$ cat src/common/ofs_defs.svh
// constants for the output fault supervisor
`ifndef OFS_DEFS_SVH
`define OFS_DEFS_SVH
// soft-start ramp time in microseconds, typical
`define OFS_SS_TIME_US 4500
`define OFS_CLK_MHZ 100
// ramp length in clock cycles
`define OFS_SS_CYCLES (`OFS_SS_TIME_US * `OFS_CLK_MHZ)
// sense comparator filter length in cycles
`define OFS_FILT_LEN 2
`endif

$ cat src/common/ofs_pkg.sv
// types for the output fault supervisor
package ofs_pkg;
   // sense comparator results, one bit each
   typedef struct packed {
      logic above_over;   // sense above over-voltage threshold
      logic below_half;   // sense below half reference
      logic below_under;  // sense below under-voltage threshold
      logic in_window;    // sense inside output-good window
   } ofs_cmp_t;
   // gate enables toward the drivers
   typedef struct packed {
      logic high_side_gate_en;
      logic low_side_gate_en;
   } ofs_gate_t;
   // supervisor phases
   typedef enum logic [1:0] {
      OFS_ST_WAIT = 2'b00,
      OFS_ST_RAMP = 2'b01,
      OFS_ST_RUN = 2'b11
   } ofs_state_t;
endpackage

$ cat src/verilog/ofs_filter.sv
// two-sample agreement filter for one comparator bit
module ofs_filter (
   // clock and reset
   input wire logic clk_sys_i,
   input wire logic arst_n_i,
   // comparator bit in, filtered bit out
   input wire logic raw_i,
   output logic filt_o
);
   logic [1:0] hist_reg;
   // shift history; output changes only when both samples agree
   always_ff @(posedge clk_sys_i or negedge arst_n_i) begin
      if (!arst_n_i) begin
         hist_reg <= 2'h0;
      end else begin
         hist_reg <= {hist_reg[0], raw_i};
      end
   end
   always_ff @(posedge clk_sys_i or negedge arst_n_i) begin
      if (!arst_n_i) begin
         filt_o <= 1'b0;
      end else if (hist_reg[1] == hist_reg[0]) begin
         filt_o <= hist_reg[0];
      end
   end
endmodule

$ cat src/verilog/ofs_top.sv
// output monitoring and fault protection of a step-down controller
// What this block does
// - leaving window drops good flag, keeps regulating
// - good flag first rises at ramp end
// - under-voltage kills both gates, latched
// - over-voltage: high off, low on, latched
// - low gate released below half reference
// - latched: low gate re-on above threshold
// - open sense pulls high, seen as over-voltage
// - ramp lasts typical 4.5 ms, ends good gating
// - ramp waits for supply good, threshold setup
`include "ofs_defs.svh"
module ofs_top #(
   parameter int unsigned SS_CYCLES = `OFS_SS_CYCLES
) (
   // clock and reset (reset is the supply power-on)
   input wire logic clk_sys_i,
   input wire logic arst_n_i,
   // start qualifiers
   input wire logic supply_good_i,
   input wire logic ocset_done_i,
   // sense comparators
   input wire ofs_pkg::ofs_cmp_t output_sense_input_i,
   // gate requests from the pwm loop
   input wire ofs_pkg::ofs_gate_t pwm_gate_i,
   // gate enables and status
   output ofs_pkg::ofs_gate_t gate_o,
   output logic output_good_flag_o,
   output logic under_voltage_fault_o,
   output logic over_voltage_fault_o,
   output logic soft_start_done_o
);
   // ==========================================================
   // comparator filtering
   ofs_pkg::ofs_cmp_t cmp_f;
   logic [3:0] cmp_raw;
   logic [3:0] cmp_filt;
   assign cmp_raw = output_sense_input_i;
   assign cmp_f = cmp_filt;
   // one filter per comparator bit to reject single-cycle glitches
   genvar gi;
   generate
      for (gi = 0; gi < 4; gi++) begin : g_filt
         ofs_filter u_filt (
            .clk_sys_i(clk_sys_i),
            .arst_n_i(arst_n_i),
            .raw_i(cmp_raw[gi]),
            .filt_o(cmp_filt[gi])
         );
      end
   endgenerate
   // ==========================================================
   // start sequencing
   ofs_pkg::ofs_state_t state_reg;
   logic [31:0] ramp_cnt_reg;
   logic monitor_on;
   assign monitor_on = (state_reg != ofs_pkg::OFS_ST_WAIT);
   always_ff @(posedge clk_sys_i or negedge arst_n_i) begin
      if (!arst_n_i) begin
         state_reg <= ofs_pkg::OFS_ST_WAIT;
      end else begin
         case (state_reg)
            ofs_pkg::OFS_ST_WAIT: begin
               if (supply_good_i && ocset_done_i) begin
                  state_reg <= ofs_pkg::OFS_ST_RAMP;
               end
            end
            ofs_pkg::OFS_ST_RAMP: begin
               if (ramp_cnt_reg == SS_CYCLES - 1) begin
                  state_reg <= ofs_pkg::OFS_ST_RUN;
               end
            end
            ofs_pkg::OFS_ST_RUN: state_reg <= ofs_pkg::OFS_ST_RUN;
            default: state_reg <= ofs_pkg::OFS_ST_WAIT;
         endcase
      end
   end
   always_ff @(posedge clk_sys_i or negedge arst_n_i) begin
      if (!arst_n_i) begin
         ramp_cnt_reg <= 32'h0;
      end else if (state_reg == ofs_pkg::OFS_ST_RAMP) begin
         ramp_cnt_reg <= ramp_cnt_reg + 32'h1;
      end
   end
   always_ff @(posedge clk_sys_i or negedge arst_n_i) begin
      if (!arst_n_i) begin
         soft_start_done_o <= 1'b0;
      end else begin
         soft_start_done_o <= (state_reg == ofs_pkg::OFS_ST_RUN);
      end
   end
   // ==========================================================
   // fault latches; only power-on reset clears them
   logic under_trip;
   logic over_trip;
   // open sense reads high, so it lands here as over-voltage
   // open sense trips
   assign over_trip = monitor_on && cmp_f.above_over;
   // under-voltage is only meaningful once the ramp has finished
   assign under_trip = (state_reg == ofs_pkg::OFS_ST_RUN) && cmp_f.below_under;
   always_ff @(posedge clk_sys_i or negedge arst_n_i) begin
      if (!arst_n_i) begin
         under_voltage_fault_o <= 1'b0;
      end else if (under_trip) begin
         under_voltage_fault_o <= 1'b1;
      end
   end
   always_ff @(posedge clk_sys_i or negedge arst_n_i) begin
      if (!arst_n_i) begin
         over_voltage_fault_o <= 1'b0;
      end else if (over_trip) begin
         over_voltage_fault_o <= 1'b1;
      end
   end
   // ==========================================================
   // low-side crowbar during over-voltage
   logic crowbar_reg;
   always_ff @(posedge clk_sys_i or negedge arst_n_i) begin
      if (!arst_n_i) begin
         crowbar_reg <= 1'b0;
      end else if (over_trip) begin
         crowbar_reg <= 1'b1;
      end else if (cmp_f.below_half) begin
         crowbar_reg <= 1'b0;
      end
   end
   // ==========================================================
   // gate override; over-voltage outranks under-voltage so the
   // output is still pulled down after both faults have latched
   always_ff @(posedge clk_sys_i or negedge arst_n_i) begin
      if (!arst_n_i) begin
         gate_o <= '0;
      end else if (over_trip || crowbar_reg) begin
         gate_o.high_side_gate_en <= 1'b0;
         gate_o.low_side_gate_en <= 1'b1;
      end else if (over_voltage_fault_o || under_voltage_fault_o || under_trip) begin
         gate_o <= '0;
      end else if (!monitor_on) begin
         gate_o <= '0;
      end else begin
         gate_o <= pwm_gate_i;
      end
   end
   // ==========================================================
   // output-good flag
   // good after ramp
   always_ff @(posedge clk_sys_i or negedge arst_n_i) begin
      if (!arst_n_i) begin
         output_good_flag_o <= 1'b0;
      end else begin
         output_good_flag_o <= (state_reg == ofs_pkg::OFS_ST_RUN) && cmp_f.in_window
            && !under_trip && !over_trip && !under_voltage_fault_o && !over_voltage_fault_o;
      end
   end
   // ==========================================================
   // assertions
   property p_good_needs_ss;
      @(posedge clk_sys_i) disable iff (!arst_n_i)
         output_good_flag_o |-> soft_start_done_o || $past(state_reg) == ofs_pkg::OFS_ST_RUN;
   endproperty
   a_good_needs_ss: assert property (p_good_needs_ss) else $error("good before ramp end");
   property p_window_drop;
      @(posedge clk_sys_i) disable iff (!arst_n_i)
         !cmp_f.in_window |=> !output_good_flag_o;
   endproperty
   a_window_drop: assert property (p_window_drop) else $error("good outside window");
   property p_regulate;
      @(posedge clk_sys_i) disable iff (!arst_n_i)
         (monitor_on && !over_trip && !crowbar_reg && !under_trip && !over_voltage_fault_o
          && !under_voltage_fault_o) |=> gate_o == $past(pwm_gate_i);
   endproperty
   a_regulate: assert property (p_regulate) else $error("pwm not passed");
   property p_under_gates_off;
      @(posedge clk_sys_i) disable iff (!arst_n_i)
         (under_trip && !over_trip && !crowbar_reg) |=> gate_o == '0 ##1 under_voltage_fault_o;
   endproperty
   a_under_gates_off: assert property (p_under_gates_off) else $error("gates not off");
   property p_under_sticky;
      @(posedge clk_sys_i) disable iff (!arst_n_i)
         under_voltage_fault_o |=> under_voltage_fault_o;
   endproperty
   a_under_sticky: assert property (p_under_sticky) else $error("under latch lost");
   property p_over_crowbar;
      @(posedge clk_sys_i) disable iff (!arst_n_i)
         over_trip |=> gate_o.low_side_gate_en && !gate_o.high_side_gate_en
            && over_voltage_fault_o;
   endproperty
   a_over_crowbar: assert property (p_over_crowbar) else $error("crowbar missing");
   property p_release;
      @(posedge clk_sys_i) disable iff (!arst_n_i)
         (crowbar_reg && cmp_f.below_half && !over_trip) |=> ##1 !gate_o.low_side_gate_en;
   endproperty
   a_release: assert property (p_release) else $error("low gate not released");
   property p_rearm;
      @(posedge clk_sys_i) disable iff (!arst_n_i)
         (over_voltage_fault_o && !crowbar_reg && cmp_f.above_over) |=> crowbar_reg;
   endproperty
   a_rearm: assert property (p_rearm) else $error("no re-arm");
   // filter needs three edges, the latch a fourth, seen at the next sample, so no spare cycle
   property p_open_sense;
      @(posedge clk_sys_i) disable iff (!arst_n_i)
         (monitor_on && output_sense_input_i.above_over) [*3] |=> ##1 over_voltage_fault_o;
   endproperty
   a_open_sense: assert property (p_open_sense) else $error("open sense missed");
   property p_wait_start;
      @(posedge clk_sys_i) disable iff (!arst_n_i)
         (state_reg == ofs_pkg::OFS_ST_WAIT && !(supply_good_i && ocset_done_i))
            |=> state_reg == ofs_pkg::OFS_ST_WAIT;
   endproperty
   a_wait_start: assert property (p_wait_start) else $error("early ramp");
   property p_fault_nogood;
      @(posedge clk_sys_i) disable iff (!arst_n_i)
         (over_voltage_fault_o || under_voltage_fault_o) |-> !output_good_flag_o;
   endproperty
   a_fault_nogood: assert property (p_fault_nogood) else $error("good with fault");
   c_good: cover property (@(posedge clk_sys_i) disable iff (!arst_n_i)
      $rose(output_good_flag_o));
   c_under: cover property (@(posedge clk_sys_i) disable iff (!arst_n_i)
      $rose(under_voltage_fault_o));
   c_over: cover property (@(posedge clk_sys_i) disable iff (!arst_n_i)
      $rose(over_voltage_fault_o));
   c_release: cover property (@(posedge clk_sys_i) disable iff (!arst_n_i)
      $fell(crowbar_reg));
endmodule

$ cat config.mk
export PLATFORM = sky130hd
export DESIGN_NAME = ofs_top
export DESIGN_NICKNAME = d
export VERILOG_FILES = /design/src/common/ofs_pkg.sv /design/src/verilog/ofs_filter.sv /design/src/verilog/ofs_top.sv
export VERILOG_INCLUDE_DIRS = /design/src /design/src/common
export SDC_FILE = /design/constraint.sdc
export NUM_CORES = 1
export LEC_CHECK = 0
export ABC_CLOCK_PERIOD_IN_PS = 2700
export BUFFER_PORTS_ARGS = -buffer_cell sky130_fd_sc_hd__buf_2
export CAP_MARGIN = 20
export CORE_UTILIZATION = 35
export DETAILED_ROUTE_END_ITERATION = 12
export GPL_ROUTABILITY_DRIVEN = 0
export PLACE_DENSITY = 0.48
export SLEW_MARGIN = 20
export SYNTH_ARGS = -nofsm -noshare
export SYNTH_HDL_FRONTEND = slang
export SYNTH_SLANG_ARGS = --single-unit
$ cat constraint.sdc
create_clock -name clk_sys_i -period 2.7 [get_ports clk_sys_i]
set_input_delay 0.405 -clock clk_sys_i [delete_from_list [all_inputs] [get_ports clk_sys_i]]
set_output_delay 0.405 -clock clk_sys_i [all_outputs]
set_load 0.005 [all_outputs]
# [After elaboration in Yosys (flattened, before gate mapping)]
# Index checks and enable logic that the tools add are counted.
[classes] muxes=8 add_sub_neg=1 reduce_logical=19 n_eq_ne=9
[op_table] operator="adder 32 x 1 -> 32 bit, second input constant" n=1
[op_table] operator="== test 32 x 19 -> 1 bit, second input constant" n=1
[op_table] operator="two-way mux 2 bit" n=5
[op_table] operator="logical AND 1 bit" n=8
[op_table] operator="case mux 2 bit (3 select lines)" n=1
[op_table] operator="== test 1 bit" n=4
[op_table] operator="zero test 1 bit" n=4
[op_table] operator="inequality test 2 bit, second input constant" n=2
[op_table] operator="nonzero test 2 bit" n=2
[op_table] operator="logical OR 1 bit" n=3
[op_table] operator="== test 2 x 1 -> 1 bit, second input constant" n=1
[op_table] operator="== test 2 bit, second input constant" n=1
[op_table] operator="zero test 2 bit" n=1
[op_table] operator="two-way mux 1 bit" n=2
[op_table] operator="AND reduction 2 bit" n=1
[totals] reg_bits=53 elab_cells=54 out_inout_bits=6

# [Longest topological paths before layout]
# Gate-level depths: netlist of run 1.
[depth] ltp_word=7 ltp_mapped=6

# [Modules after synthesis]
# From an unflattened synthesis of run 1, not the netlist that was laid out.
[hier_totals] cells_unflattened=172 area_unflattened_um2=2182.1
[by_module_without_submodules] mod="ofs_top" cells_per_inst=156 instances=1 seq_area_each_um2=1026.0 area_per_inst_um2=1836.8
[by_module_without_submodules] mod="ofs_filter" cells_per_inst=4 instances=4 seq_area_each_um2=75.1 area_per_inst_um2=86.3

# [Worst setup path after synthesis of run 1]
# No wires, ideal clock.
[synth_path] path_type="reg-to-reg" start="reg ramp_cnt_reg[0]" end="reg ramp_cnt_reg[20]" slack_ps=978 arrival_ps=1643 t_required_ps=2621 path_stages_with_launch=6 cell_sequence="dfrtp_1 > ha_1 > nand3b_4 > or3_2 > nor4_1 > xor2_1"
[synth_via] elab_chain_cells=1
[synth_lines] item="from (decl)" line_no="ofs_top.sv:55" source="logic [31:0] ramp_cnt_reg;"
[synth_lines] item="from (signal assigned)" line_no="ofs_top.sv:82" source="ramp_cnt_reg <= ramp_cnt_reg + 32'h1;"
[synth_lines] item="adder 32 x 1 -> 32 bit" line_no="ofs_top.sv:82"
# Every way passes these cells.
# A chain may end at the register's enable or synchronous reset.

# [Worst setup path after layout of run 1]
[layout_path] start="reg ramp_cnt_reg[0]" end="reg ramp_cnt_reg[18]"
# Same word-level chain as after synthesis.

==> summary.md, run 1 <==
| Metric | Value |
|---|---|
| Outcome | complete, no violations |
| Die X | around 83 um |
| DRC | 0 |
| Die Ht | around 83 um |
| IO Count | 16 |
| Starting DRC count in detailed routing | 64 |
| Leading cell type in the layout, fill and taps excluded | dfrtp_1 |
| Critical path class | flop to flop |
| Post-place instance area | approximately 0.0024 mm2 |
| Total track usage | 0.149 |
| CTS max path bufs | 2 |
| RR Startpoint | ramp_cnt_reg[0] |
| Clk Latency, worst-skew pair | between 0.3 and 0.4 ns |
| Sequential Power Share | 0.582 |
| DR vias/cell | 5.18 |
| Leak | about 1.1 nW |
| Cell Int Power | 1.19 mW |
| Share of layout cells above drive strength 1 | 0.177 |
| Initial antenna violation count | 0 |
| Final Cycle Share | 0.708 |
| Row count | 28 |
| Worst Path Max Fanout | 5 |
| Synth Instances | 184 |
| Cts bufs inserted | 5 |
| Post-DP HPWL | 3000 um |
| Core box area | between 0.006 and 0.007 mm2 |
| FF-to-FF setup slack | 0.79 ns |
| Cell area power density | 654 mW/mm2 |
| Total die area | 0.00681 mm2 |
| Clock sinks | 53 |
| CP bufs+invs | 0 |
| Synthesized area per cell | 12.3 um2 |
| Combinational group share of total power | 0.124 |
| CTS clk-pin slew, worst paths | approximately 0.10 ns |
| Post-route ant nets | 0 |
| CP max stage delay | 0.55 ns |
| MaxCap Viol Count | 0 |
| Worst Path Required | around 2.9 ns |
| Fin. Hold Viols | 0 |
| Port buffer count | 15 |
| Post-route cell area | approximately 0.0025 mm2 |
| R2R cell count | 5 |
| CP Launch Type | flop |
| Worst IR Drop VDD | roughly 0.31 mV |
| Max FFs per register | 32 |
| First drt pass iteration count | 4 |
| Area Growth Syn to Fin | 11.5% |
| Netlist cell types | 38 |
| Worst-margin pin slew | 0.640 ns |
| Clock Tree Root | clkbuf_8 |
| Psw | between 0.4 and 0.5 mW |
| TritonCTS clock tree | built |
| Synthesized Nets | around 200 |
| Hold buffer count at cts | 0 |
| Sequential element share of the synthesized area | 0.585 |
| FF-to-FF End | ramp_cnt_reg[18] |
| Sw frac | 0.284 |
| CTS H-Tree Depth | 2 |
| Relative slew slack | 0.571 |
| Slew Limit Fails | 0 |
| Clock share of power | 0.294 |
| First-pass GRT wire length | 7370 um |
| Cell Area, Synth | 0.00227 mm2 |
| Starting Density | 0.372 |
| Largest cells by area after synthesis | dfrtp_1 (58%), xnor2_1 (7.7%), xor2_1 (4.2%) |
| Largest net degree at the start of global routing | 30 |
| EDFF count, synth | 0 |
| Total negative slack | 0 ns |
| Synth async-reset ratio | 1.00 |
| RSZ-0062 raised after global routing | no |
| Fin nets | 213 |
| Mean routed wirelength per cell | roughly 15 um |
| Vias | between 1000 and 1500 |
| Total Routed Length | 4260 um |
| Minimum clock period | 1.91 ns |
| Remaining global-route overflow | 0 |
| CP Cell Sequence | ha_1 -> nand3b_4 -> or3_2 -> nor4_1 -> xor2_1 |
| Hold Path Class | input pin to async pin |
| Worst path slowest cell | or3_2 |
| Crit path capture type | flop |
| Ys flop type | dfrtp_1 |
| # diodes | 0 |
| Filler cell count | around 560 |
| WP data arrival | 2.15 ns |
| Post-CTS Setup Bufs | 0 |
| Clock Skew | 0.00990 ns |
| Post-cts sizing count | 0 |
| Leading area contributor after synthesis | dfrtp_1 |
| YS warnings | 0 |
| Post-synth top area share | 0.585 |
| Yosys reg bits | 53 |
| Top cell family by delay on the critical path | simple AND/OR/NAND/NOR gates |
| Fmax | about 520 MHz |
| Vias in the first global route | roughly 1400 |
| Final setup viols | 0 |
| Commonest non-fill, non-tap cells in the layout | dfrtp_1 (53), xnor2_1 (20), nand2_1 (15), buf_2 (15), nand4_1 (12) |
-- layer usage --
| metal | share of wire | vias to the layer above | GRT usage |
|---|---|---|---|
| met5 | 0 | - | 0 |
| met4 | 0.017 | 0 | 0.0621 |
| met3 | 0.042 | 6 | 0.0363 |
| met2 | 0.43 | 21 | 0.225 |
| met1 | 0.51 | 722 | 0.203 |
| li1 | - | 692 | - |
-- power by group through the flow --
| stage | sequential [mW] | combinational (mW) | clock [mW] |
|---|---|---|---|
| floorplan | 0.956 | 0.151 | 0 |
| CTS | 0.960 | 0.210 | 0.498 |
| detailed placement | 0.976 | 0.208 | 0 |
| finish | 0.964 | 0.205 | 0.487 |
| global route | 0.975 | 0.235 | 0.537 |
| global placement | 0.971 | 0.211 | 0 |
-- cell type report --
class / count / area (um2) / area share
clock buffers: 6 / 82.6 / 0.0326
clock inverters: 2 / 17.5 / 0.00692
inverters: 3 / 11.3 / 0.00445
multi-input cells: 123 / 903 / 0.357
flip-flops and latches: 53 / 1330 / 0.524
well taps: 75 / 93.8 / 0.0371
repair buffers: 16 / 95.1 / 0.0376
-- cells in the mapped netlist (2+ instances only) --
| cell type | n |
|---|---|
| nor3_2 | 4 |
| clkbuf_1 | 3 |
| and3_1 | 5 |
| dfrtp_1 | 53 |
| and4_1 | 5 |
| nand3_1 | 8 |
| nand4b_1 | 2 |
| nand4_1 | 12 |
| nor2_1 | 7 |
| nor3_1 | 2 |
| maj3_1 | 4 |
| inv_1 | 3 |
| nand2_1 | 15 |
| xnor2_1 | 20 |
| o21ai_0 | 3 |
| xor2_1 | 11 |
| nand2b_1 | 2 |
| nor4_1 | 5 |
-- worst max path at each step --
stage	startpoint	to	cells past startpoint	slack, ns
floorplan	ramp_cnt_reg[0]	ramp_cnt_reg[20]	5	0.98
global placement	ramp_cnt_reg[0]	ramp_cnt_reg[18]	5	0.89
detailed placement	ramp_cnt_reg[0]	ramp_cnt_reg[20]	5	0.84
CTS	ramp_cnt_reg[0]	ramp_cnt_reg[20]	5	0.79
global route	ramp_cnt_reg[0]	ramp_cnt_reg[10]	5	0.66
finish	ramp_cnt_reg[0]	ramp_cnt_reg[18]	5	0.79
-- per-stage QoR --
step                      setup slack, ns  total power, mW   util  instances  hold WS (ns)
final                               0.788             1.66  0.415        278        0.0770
after global routing                0.660             1.75  0.415        278         0.104
after CTS                           0.788             1.67  0.415        278        0.0906
after detailed placement            0.836             1.18  0.399        270         0.367
after global placement              0.890             1.18  0.399        270         0.365
after floorplan                     0.978             1.11      -        184         0.109
-- logic make-up (layout without fill, tap and decap cells) --
logic type / after synthesis / count (layout) / share of synthesized area
AND/OR/NAND/NOR: 79 / 79 / 0.231
flip-flops: 53 / 53 / 0.585
XOR/XNOR: 31 / 31 / 0.120
buffers and inverters: 8 / 27 / 0.0171
AO/OA/AOI/OAI: 7 / 7 / 0.0193
adder cells (fa/ha/maj): 5 / 5 / 0.0232
multiplexers: 1 / 1 / 0.00496
No activity file was read; power rests on OpenSTA's default activity.
==> run 2: changes to the inputs <==
--- a/config.mk
+++ b/config.mk
@@ -6,7 +6,7 @@
 export SDC_FILE = /design/constraint.sdc
 export NUM_CORES = 1
 export LEC_CHECK = 0
-export ABC_CLOCK_PERIOD_IN_PS = 2700
+export ABC_CLOCK_PERIOD_IN_PS = 1900
 export BUFFER_PORTS_ARGS = -buffer_cell sky130_fd_sc_hd__buf_2
 export CAP_MARGIN = 20
 export CORE_UTILIZATION = 35
==> constraint.sdc (replaced) <==
create_clock -name clk_sys_i -period 1.9 [get_ports clk_sys_i]
set_input_delay 0.285 -clock clk_sys_i [delete_from_list [all_inputs] [get_ports clk_sys_i]]
set_output_delay 0.285 -clock clk_sys_i [all_outputs]
set_load 0.005 [all_outputs]
==> summary.md, run 2 (synthesized netlist as in run 1, its figures left out) <==
| Metric | Value |
|---|---|
| Outcome | complete, no violations |
| Total die area | 0.00681 mm2 (unchanged) |
| Setup WS post-layout | 0.128 ns (-0.659 ns) |
| Worst Path Required | 2.13 ns (-0.81 ns) |
| Total track usage | 0.155 (+0.00647) |
| Die Ht | 82.5 um (unchanged) |
| Leading cell type in the layout, fill and taps excluded | dfrtp_1 |
| Post-DP HPWL | 3170 um (+5.7%) |
| Area Growth Syn to Fin | 15.0% |
| Worst Path Max Fanout | 4 (-1) |
| CP Launch Type | flop |
| MaxCap Viol Count | 0 (unchanged) |
| Fmax | 564 MHz (+7.9%) |
| Combinational group share of total power | 0.146 (+0.022) |
| Slew Limit Fails | 0 (unchanged) |
| Largest net degree at the start of global routing | 28 (-6.7%) |
| Commonest non-fill, non-tap cells in the layout | dfrtp_1 (53), xnor2_1 (20), nand2_1 (15), buf_2 (15), nand4_1 (12) |
| Hold Path Class | input pin to flop |
| Core box area | 0.00610 mm2 (unchanged) |
| Fin. Hold Viols | 0 (unchanged) |
| Total Routed Length | 4410 um (+3.5%) |
| Clock Tree Root | clkbuf_8 |
| Worst IR Drop VDD | 0.591 mV (+88%) |
| Filler cell count | 598 (+6.0%) |
| Initial antenna violation count | 0 (unchanged) |
| DRC | 0 (unchanged) |
| Layer with the highest usage | met2 |
| # diodes | 0 (unchanged) |
| Starting DRC count in detailed routing | 84 (+31%) |
| Cell area power density | 914 mW/mm2 (+40%) |
| Relative slew slack | 0.703 (+0.132) |
| Clock sinks | 53 (unchanged) |
| Clock share of power | 0.283 (-0.011) |
| Sw frac | 0.277 (-0.00719) |
| Mean routed wirelength per cell | 15.3 um (-0.12%) |
| Leak | 1.18 nW (+3.4%) |
| Tightest hold margin | 0.0761 ns (-0.000873 ns) |
| Place WS | 0.0169 ns (-0.819 ns) |
| TritonCTS clock tree | built |
| GRT met2 Usage | 0.240 (+0.0149) |
| Row count | 28 (unchanged) |
| Register area | 0.00133 mm2 (unchanged) |
| Met3 GRT Util | 0.0363 (unchanged) |
| Critical path class | flop to flop |
| Worst-margin pin slew | 0.439 ns (-0.201 ns) |
| Port buffer count | 15 (unchanged) |
| DR vias/cell | 5.06 (-2.4%) |
| IO Count | 16 (unchanged) |
| Post-route cell area | 0.00261 mm2 (+3.1%) |
| Total negative slack | 0 ns (unchanged) |
| Cell Int Power | 1.72 mW (+45%) |
| Starting Density | 0.372 (unchanged) |
| Vias in the first global route | 1512 (+4.9%) |
| First drt pass iteration count | 4 (unchanged) |
| CTS H-Tree Depth | 2 (unchanged) |
| Clk Latency, worst-skew pair | 0.31 ns (about the same) |
| Post-place instance area | 0.00247 mm2 (+1.6%) |
| CTS max path bufs | 2 (unchanged) |
| First-pass GRT wire length | 7690 um (+4.4%) |
| CTS clk-pin slew, worst paths | 0.10 ns (about the same) |
| Minimum clock period | 1.77 ns (-0.141 ns) |
| Clock Skew | 0.0110 ns (+0.00111 ns) |
| Final Cycle Share | 0.933 (+0.224) |
| Sequential Power Share | 0.571 (-0.011) |
| Grt met1 use | 0.214 (+0.0112) |
| Tot Pwr | 2.38 mW (+44%) |
| Crit path capture type | flop |
| Cts bufs inserted | 5 (unchanged) |
| Die X | 82.5 um (unchanged) |
| Share of layout cells above drive strength 1 | 0.225 (+0.0480) |
| Vias | 1457 (+1.1%) |
| Final setup viols | 0 (unchanged) |
| Psw | 0.660 mW (+40%) |
| RSZ-0062 raised after global routing | no |
| Remaining global-route overflow | 0 (unchanged) |
| Multi-input gate area | 918 um2 (+1.7%) |
| Max FFs per register | 32 (unchanged) |
| Post-route ant nets | 0 (unchanged) |
| WP data arrival | 2.01 ns (-0.14 ns) |
| Fin nets | 223 (+4.7%) |
run 2: final cells by class:
class | instances | share of cell area
clock inverter | 2 | 0.00624
multi-input combinational | 123 | 0.352
timing repair buffer | 26 | 0.0614
sequential | 53 | 0.508
clock buffer | 6 | 0.0317
tap | 75 | 0.0360
inverter | 3 | 0.00432
run 2: power by group through the flow:
| stage | registers (mW) | clock network (mW) | logic (mW) |
|---|---|---|---|
| after floorplan | 1.36 | 0 | 0.215 |
| after global placement | 1.38 | 0 | 0.307 |
| after detailed placement | 1.39 | 0 | 0.310 |
| after CTS | 1.37 | 0.708 | 0.316 |
| after global routing | 1.38 | 0.751 | 0.404 |
| final | 1.36 | 0.675 | 0.348 |
run 2: stage by stage:
step / util / instances
after floorplan: - / 184
after global placement: 0.405 / 277
after detailed placement: 0.405 / 277
after CTS: 0.424 / 286
after global routing: 0.428 / 288
final: 0.428 / 288
run 2: worst max-delay path, stage by stage, from the launching register on:
cell and delay, ns:
dfrtp_1 0.40, ha_2 0.23, nand3b_4 0.08, or3_2 0.54
nor4_2 0.27, xor2_1 0.19
run 2: per-layer routing:
layer,up-vias,part of all wire
met2,21,0.44
met4,0,0.012
met5,-,0
met3,5,0.035
li1,711,-
met1,720,0.52
run 2: what timing repair did:
action,4_1_cts,5_1_grt
setup endpoints to repair,1,2
setup buffers,0,2
hold buffers,1,0
resized for setup,1,2
endpoints found under the hold margin,53,0
pin swaps,0,0
run 2: final timing paths:
kind,startpoint,slack (ns),depth (start not counted),end
max in group asynchronous,arst_n_i,1.10,3,ramp_cnt_reg[22]
hold reg to reg,g_filt[1].u_filt.hist_reg[0],0.39,0,g_filt[1].u_filt.hist_reg[1]
min in group asynchronous,arst_n_i,0.51,3,gate_o[1]
hold / removal,output_sense_input_i[0],0.08,1,g_filt[0].u_filt.hist_reg[0]
setup reg to reg,ramp_cnt_reg[1],0.13,5,ramp_cnt_reg[20]
setup / recovery,ramp_cnt_reg[1],0.13,5,ramp_cnt_reg[20]
==> run 3: changes to the inputs <==
--- a/config.mk
+++ b/config.mk
@@ -6,12 +6,14 @@
 export SDC_FILE = /design/constraint.sdc
 export NUM_CORES = 1
 export LEC_CHECK = 0
-export ABC_CLOCK_PERIOD_IN_PS = 1900
+export ABC_CLOCK_PERIOD_IN_PS = 2100
 export BUFFER_PORTS_ARGS = -buffer_cell sky130_fd_sc_hd__buf_2
 export CAP_MARGIN = 20
 export CORE_UTILIZATION = 35
+export CTS_CLUSTER_SIZE = 40
 export DETAILED_ROUTE_END_ITERATION = 12
 export GPL_ROUTABILITY_DRIVEN = 0
+export HOLD_SLACK_MARGIN = 0.02
 export PLACE_DENSITY = 0.48
 export SLEW_MARGIN = 20
 export SYNTH_ARGS = -nofsm -noshare
==> constraint.sdc (replaced) <==
create_clock -name clk_sys_i -period 2.1 [get_ports clk_sys_i]
set_input_delay 0.315 -clock clk_sys_i [delete_from_list [all_inputs] [get_ports clk_sys_i]]
set_output_delay 0.315 -clock clk_sys_i [all_outputs]
set_load 0.005 [all_outputs]
==> summary.md, run 3 (synthesized netlist as in run 1, its figures left out) <==
| Metric | Value |
|---|---|
| Vias | 1469 (+0.82%) |
| Outcome | complete, no violations |
| Cts bufs inserted | 5 (unchanged) |
| Port buffer count | 15 (unchanged) |
| Worst IR Drop VDD | 0.578 mV (-2.1%) |
| Remaining global-route overflow | 0 (unchanged) |
| Worst-margin pin slew | 0.569 ns (+0.130 ns) |
| Non-filler cells, final | 280 (-2.8%) |
| Final setup viols | 0 (unchanged) |
| DRC | 0 (unchanged) |
| WP data arrival | 2.18 ns (+0.17 ns) |
| Critical path class | flop to flop |
| Starting DRC count in detailed routing | 57 (-32%) |
| Crit path capture type | flop |
| Tot Pwr | 2.23 mW (-6.5%) |
| Total die area | 0.00681 mm2 (unchanged) |
| Minimum clock period | 1.95 ns (+0.175 ns) |
| Slew Limit Fails | 0 (unchanged) |
| Tightest hold margin | 0.111 ns (+0.0346 ns) |
| FF-to-FF setup slack | 0.15 ns (+0.02 ns) |
| Total Routed Length | 4350 um (-1.3%) |
| Total track usage | 0.154 (-0.000906) |
| Fin nets | 215 (-3.6%) |
| CP Launch Type | flop |
| Area Growth Syn to Fin | 13.2% |
| Clk Latency, worst-skew pair | 0.30 ns (about the same) |
| Die X | 82.5 um (unchanged) |
| Leading cell type in the layout, fill and taps excluded | dfrtp_1 |
| Leak | 1.16 nW (-2.0%) |
| Clock Skew | 0.00669 ns (-0.00432 ns) |
| Mean routed wirelength per cell | 15.5 um (+1.5%) |
| Setup WS post-layout | 0.153 ns (+0.0249 ns) |
| Worst Path Max Fanout | 5 (+1) |
| Initial antenna violation count | 0 (unchanged) |
| Post-cts sizing count | 0 (-1) |
| Post-CTS Setup Bufs | 0 (unchanged) |
| Fmax | 514 MHz (-9.0%) |
| Clock sinks | 53 (unchanged) |
| RR Startpoint | ramp_cnt_reg[0] |
| Hold Crit Start | output_sense_input_i[2] |
| Relative slew slack | 0.621 (-0.0827) |
| Post-DP HPWL | 3100 um (-2.3%) |
| First drt pass iteration count | 4 (unchanged) |
| RSZ-0062 raised after global routing | no |
| Vias in the first global route | 1520 (+0.53%) |
| Commonest non-fill, non-tap cells in the layout | dfrtp_1 (53), xnor2_1 (20), nand2_1 (15), buf_2 (15), nand4_1 (12) |
| Post-route ant nets | 0 (unchanged) |
| Die Ht | 82.5 um (unchanged) |
| Final Cycle Share | 0.927 (-0.00543) |
| Filler cell count | 585 (-2.2%) |
| Core box area | 0.00610 mm2 (unchanged) |
| MaxCap Viol Count | 0 (unchanged) |
| DR vias/cell | 5.25 (+3.7%) |
| Worst Path Required | 2.33 ns (+0.20 ns) |
| Largest net degree at the start of global routing | 30 (+7.1%) |
| Cell area power density | 868 mW/mm2 (-5.0%) |
| CTS max path bufs | 2 (unchanged) |
| First-pass GRT wire length | 7700 um (about the same) |
| IO Count | 16 (unchanged) |
| Hold Path Class | input pin to flop |
| Inst Count DP | 271 (-2.2%) |
| Hold path depth | 1 (unchanged) |
| Clock Tree Root | clkbuf_8 |
| CTS H-Tree Depth | 2 (unchanged) |
| Fin. Hold Viols | 0 (unchanged) |
| Total negative slack | 0 ns (unchanged) |
| Starting Density | 0.372 (unchanged) |
| TritonCTS clock tree | built |
| Share of layout cells above drive strength 1 | 0.180 (-0.0449) |
| Max FFs per register | 32 (unchanged) |
| CTS clk-pin slew, worst paths | 0.10 ns (about the same) |
| FF-to-FF End | ramp_cnt_reg[20] |
| R2R cell count | 5 (unchanged) |
| # diodes | 0 (unchanged) |
| Place WS | 0.140 ns (+0.124 ns) |
| Worst Hold End | g_filt[2].u_filt.hist_reg[0] |
| Row count | 28 (unchanged) |
run 3: cell type report:
type                       count  area, um2  share of cell area
clock buffer                   6       82.6              0.0322
clock inverter                 2       37.5              0.0146
inverter                       3       11.3             0.00439
multi-input combinational    123        903               0.352
sequential                    53       1330               0.517
tap                           75       93.8              0.0365
timing repair buffer          18        113              0.0439
run 3: how the worst max path moves through the flow:
stage                                from               end  slack (ns)
after floorplan           ramp_cnt_reg[0]  ramp_cnt_reg[20]        0.38
after CTS                 ramp_cnt_reg[0]  ramp_cnt_reg[20]        0.12
after global placement    ramp_cnt_reg[0]  ramp_cnt_reg[20]        0.31
after detailed placement  ramp_cnt_reg[0]  ramp_cnt_reg[20]        0.14
final                     ramp_cnt_reg[0]  ramp_cnt_reg[20]        0.15
after global routing      ramp_cnt_reg[0]  ramp_cnt_reg[20]        0.02
run 3: through the flow:
stage          cell area, um2  utilization
3_5_place_dp             2440        0.400
6_report                 2570        0.421
2_1_floorplan            2270            -
3_3_place_gp             2440        0.400
5_1_grt                  2570        0.421
4_1_cts                  2570        0.421
run 3: per-layer routing:
metal,vias up,track usage,part of all wire
li1,693,-,-
met2,22,0.236,0.46
met5,-,0,0
met4,0,0.0414,0.011
met1,749,0.218,0.50
met3,5,0.0363,0.033
run 3: what timing repair did:
item | 4_1_cts | 5_1_grt
setup endpoints to repair | 0 | 0
hold buffers | 1 | 0
hold endpoints to repair | 24 | 0
run 3: critical path, stage by stage, from the launching register on:
cell and delay [ns]:
dfrtp_1 0.42, ha_1 0.25, nand3b_4 0.12, or3_2 0.55, nor4_1 0.35, xor2_1 0.18
run 3: power breakdown:
group	switching [mW]	total (mW)	internal, mW
Combinational	0.131	0.267	0.136
Clock	0.334	0.722	0.388
Sequential	0.123	1.24	1.12
Total	0.588	2.23	1.64
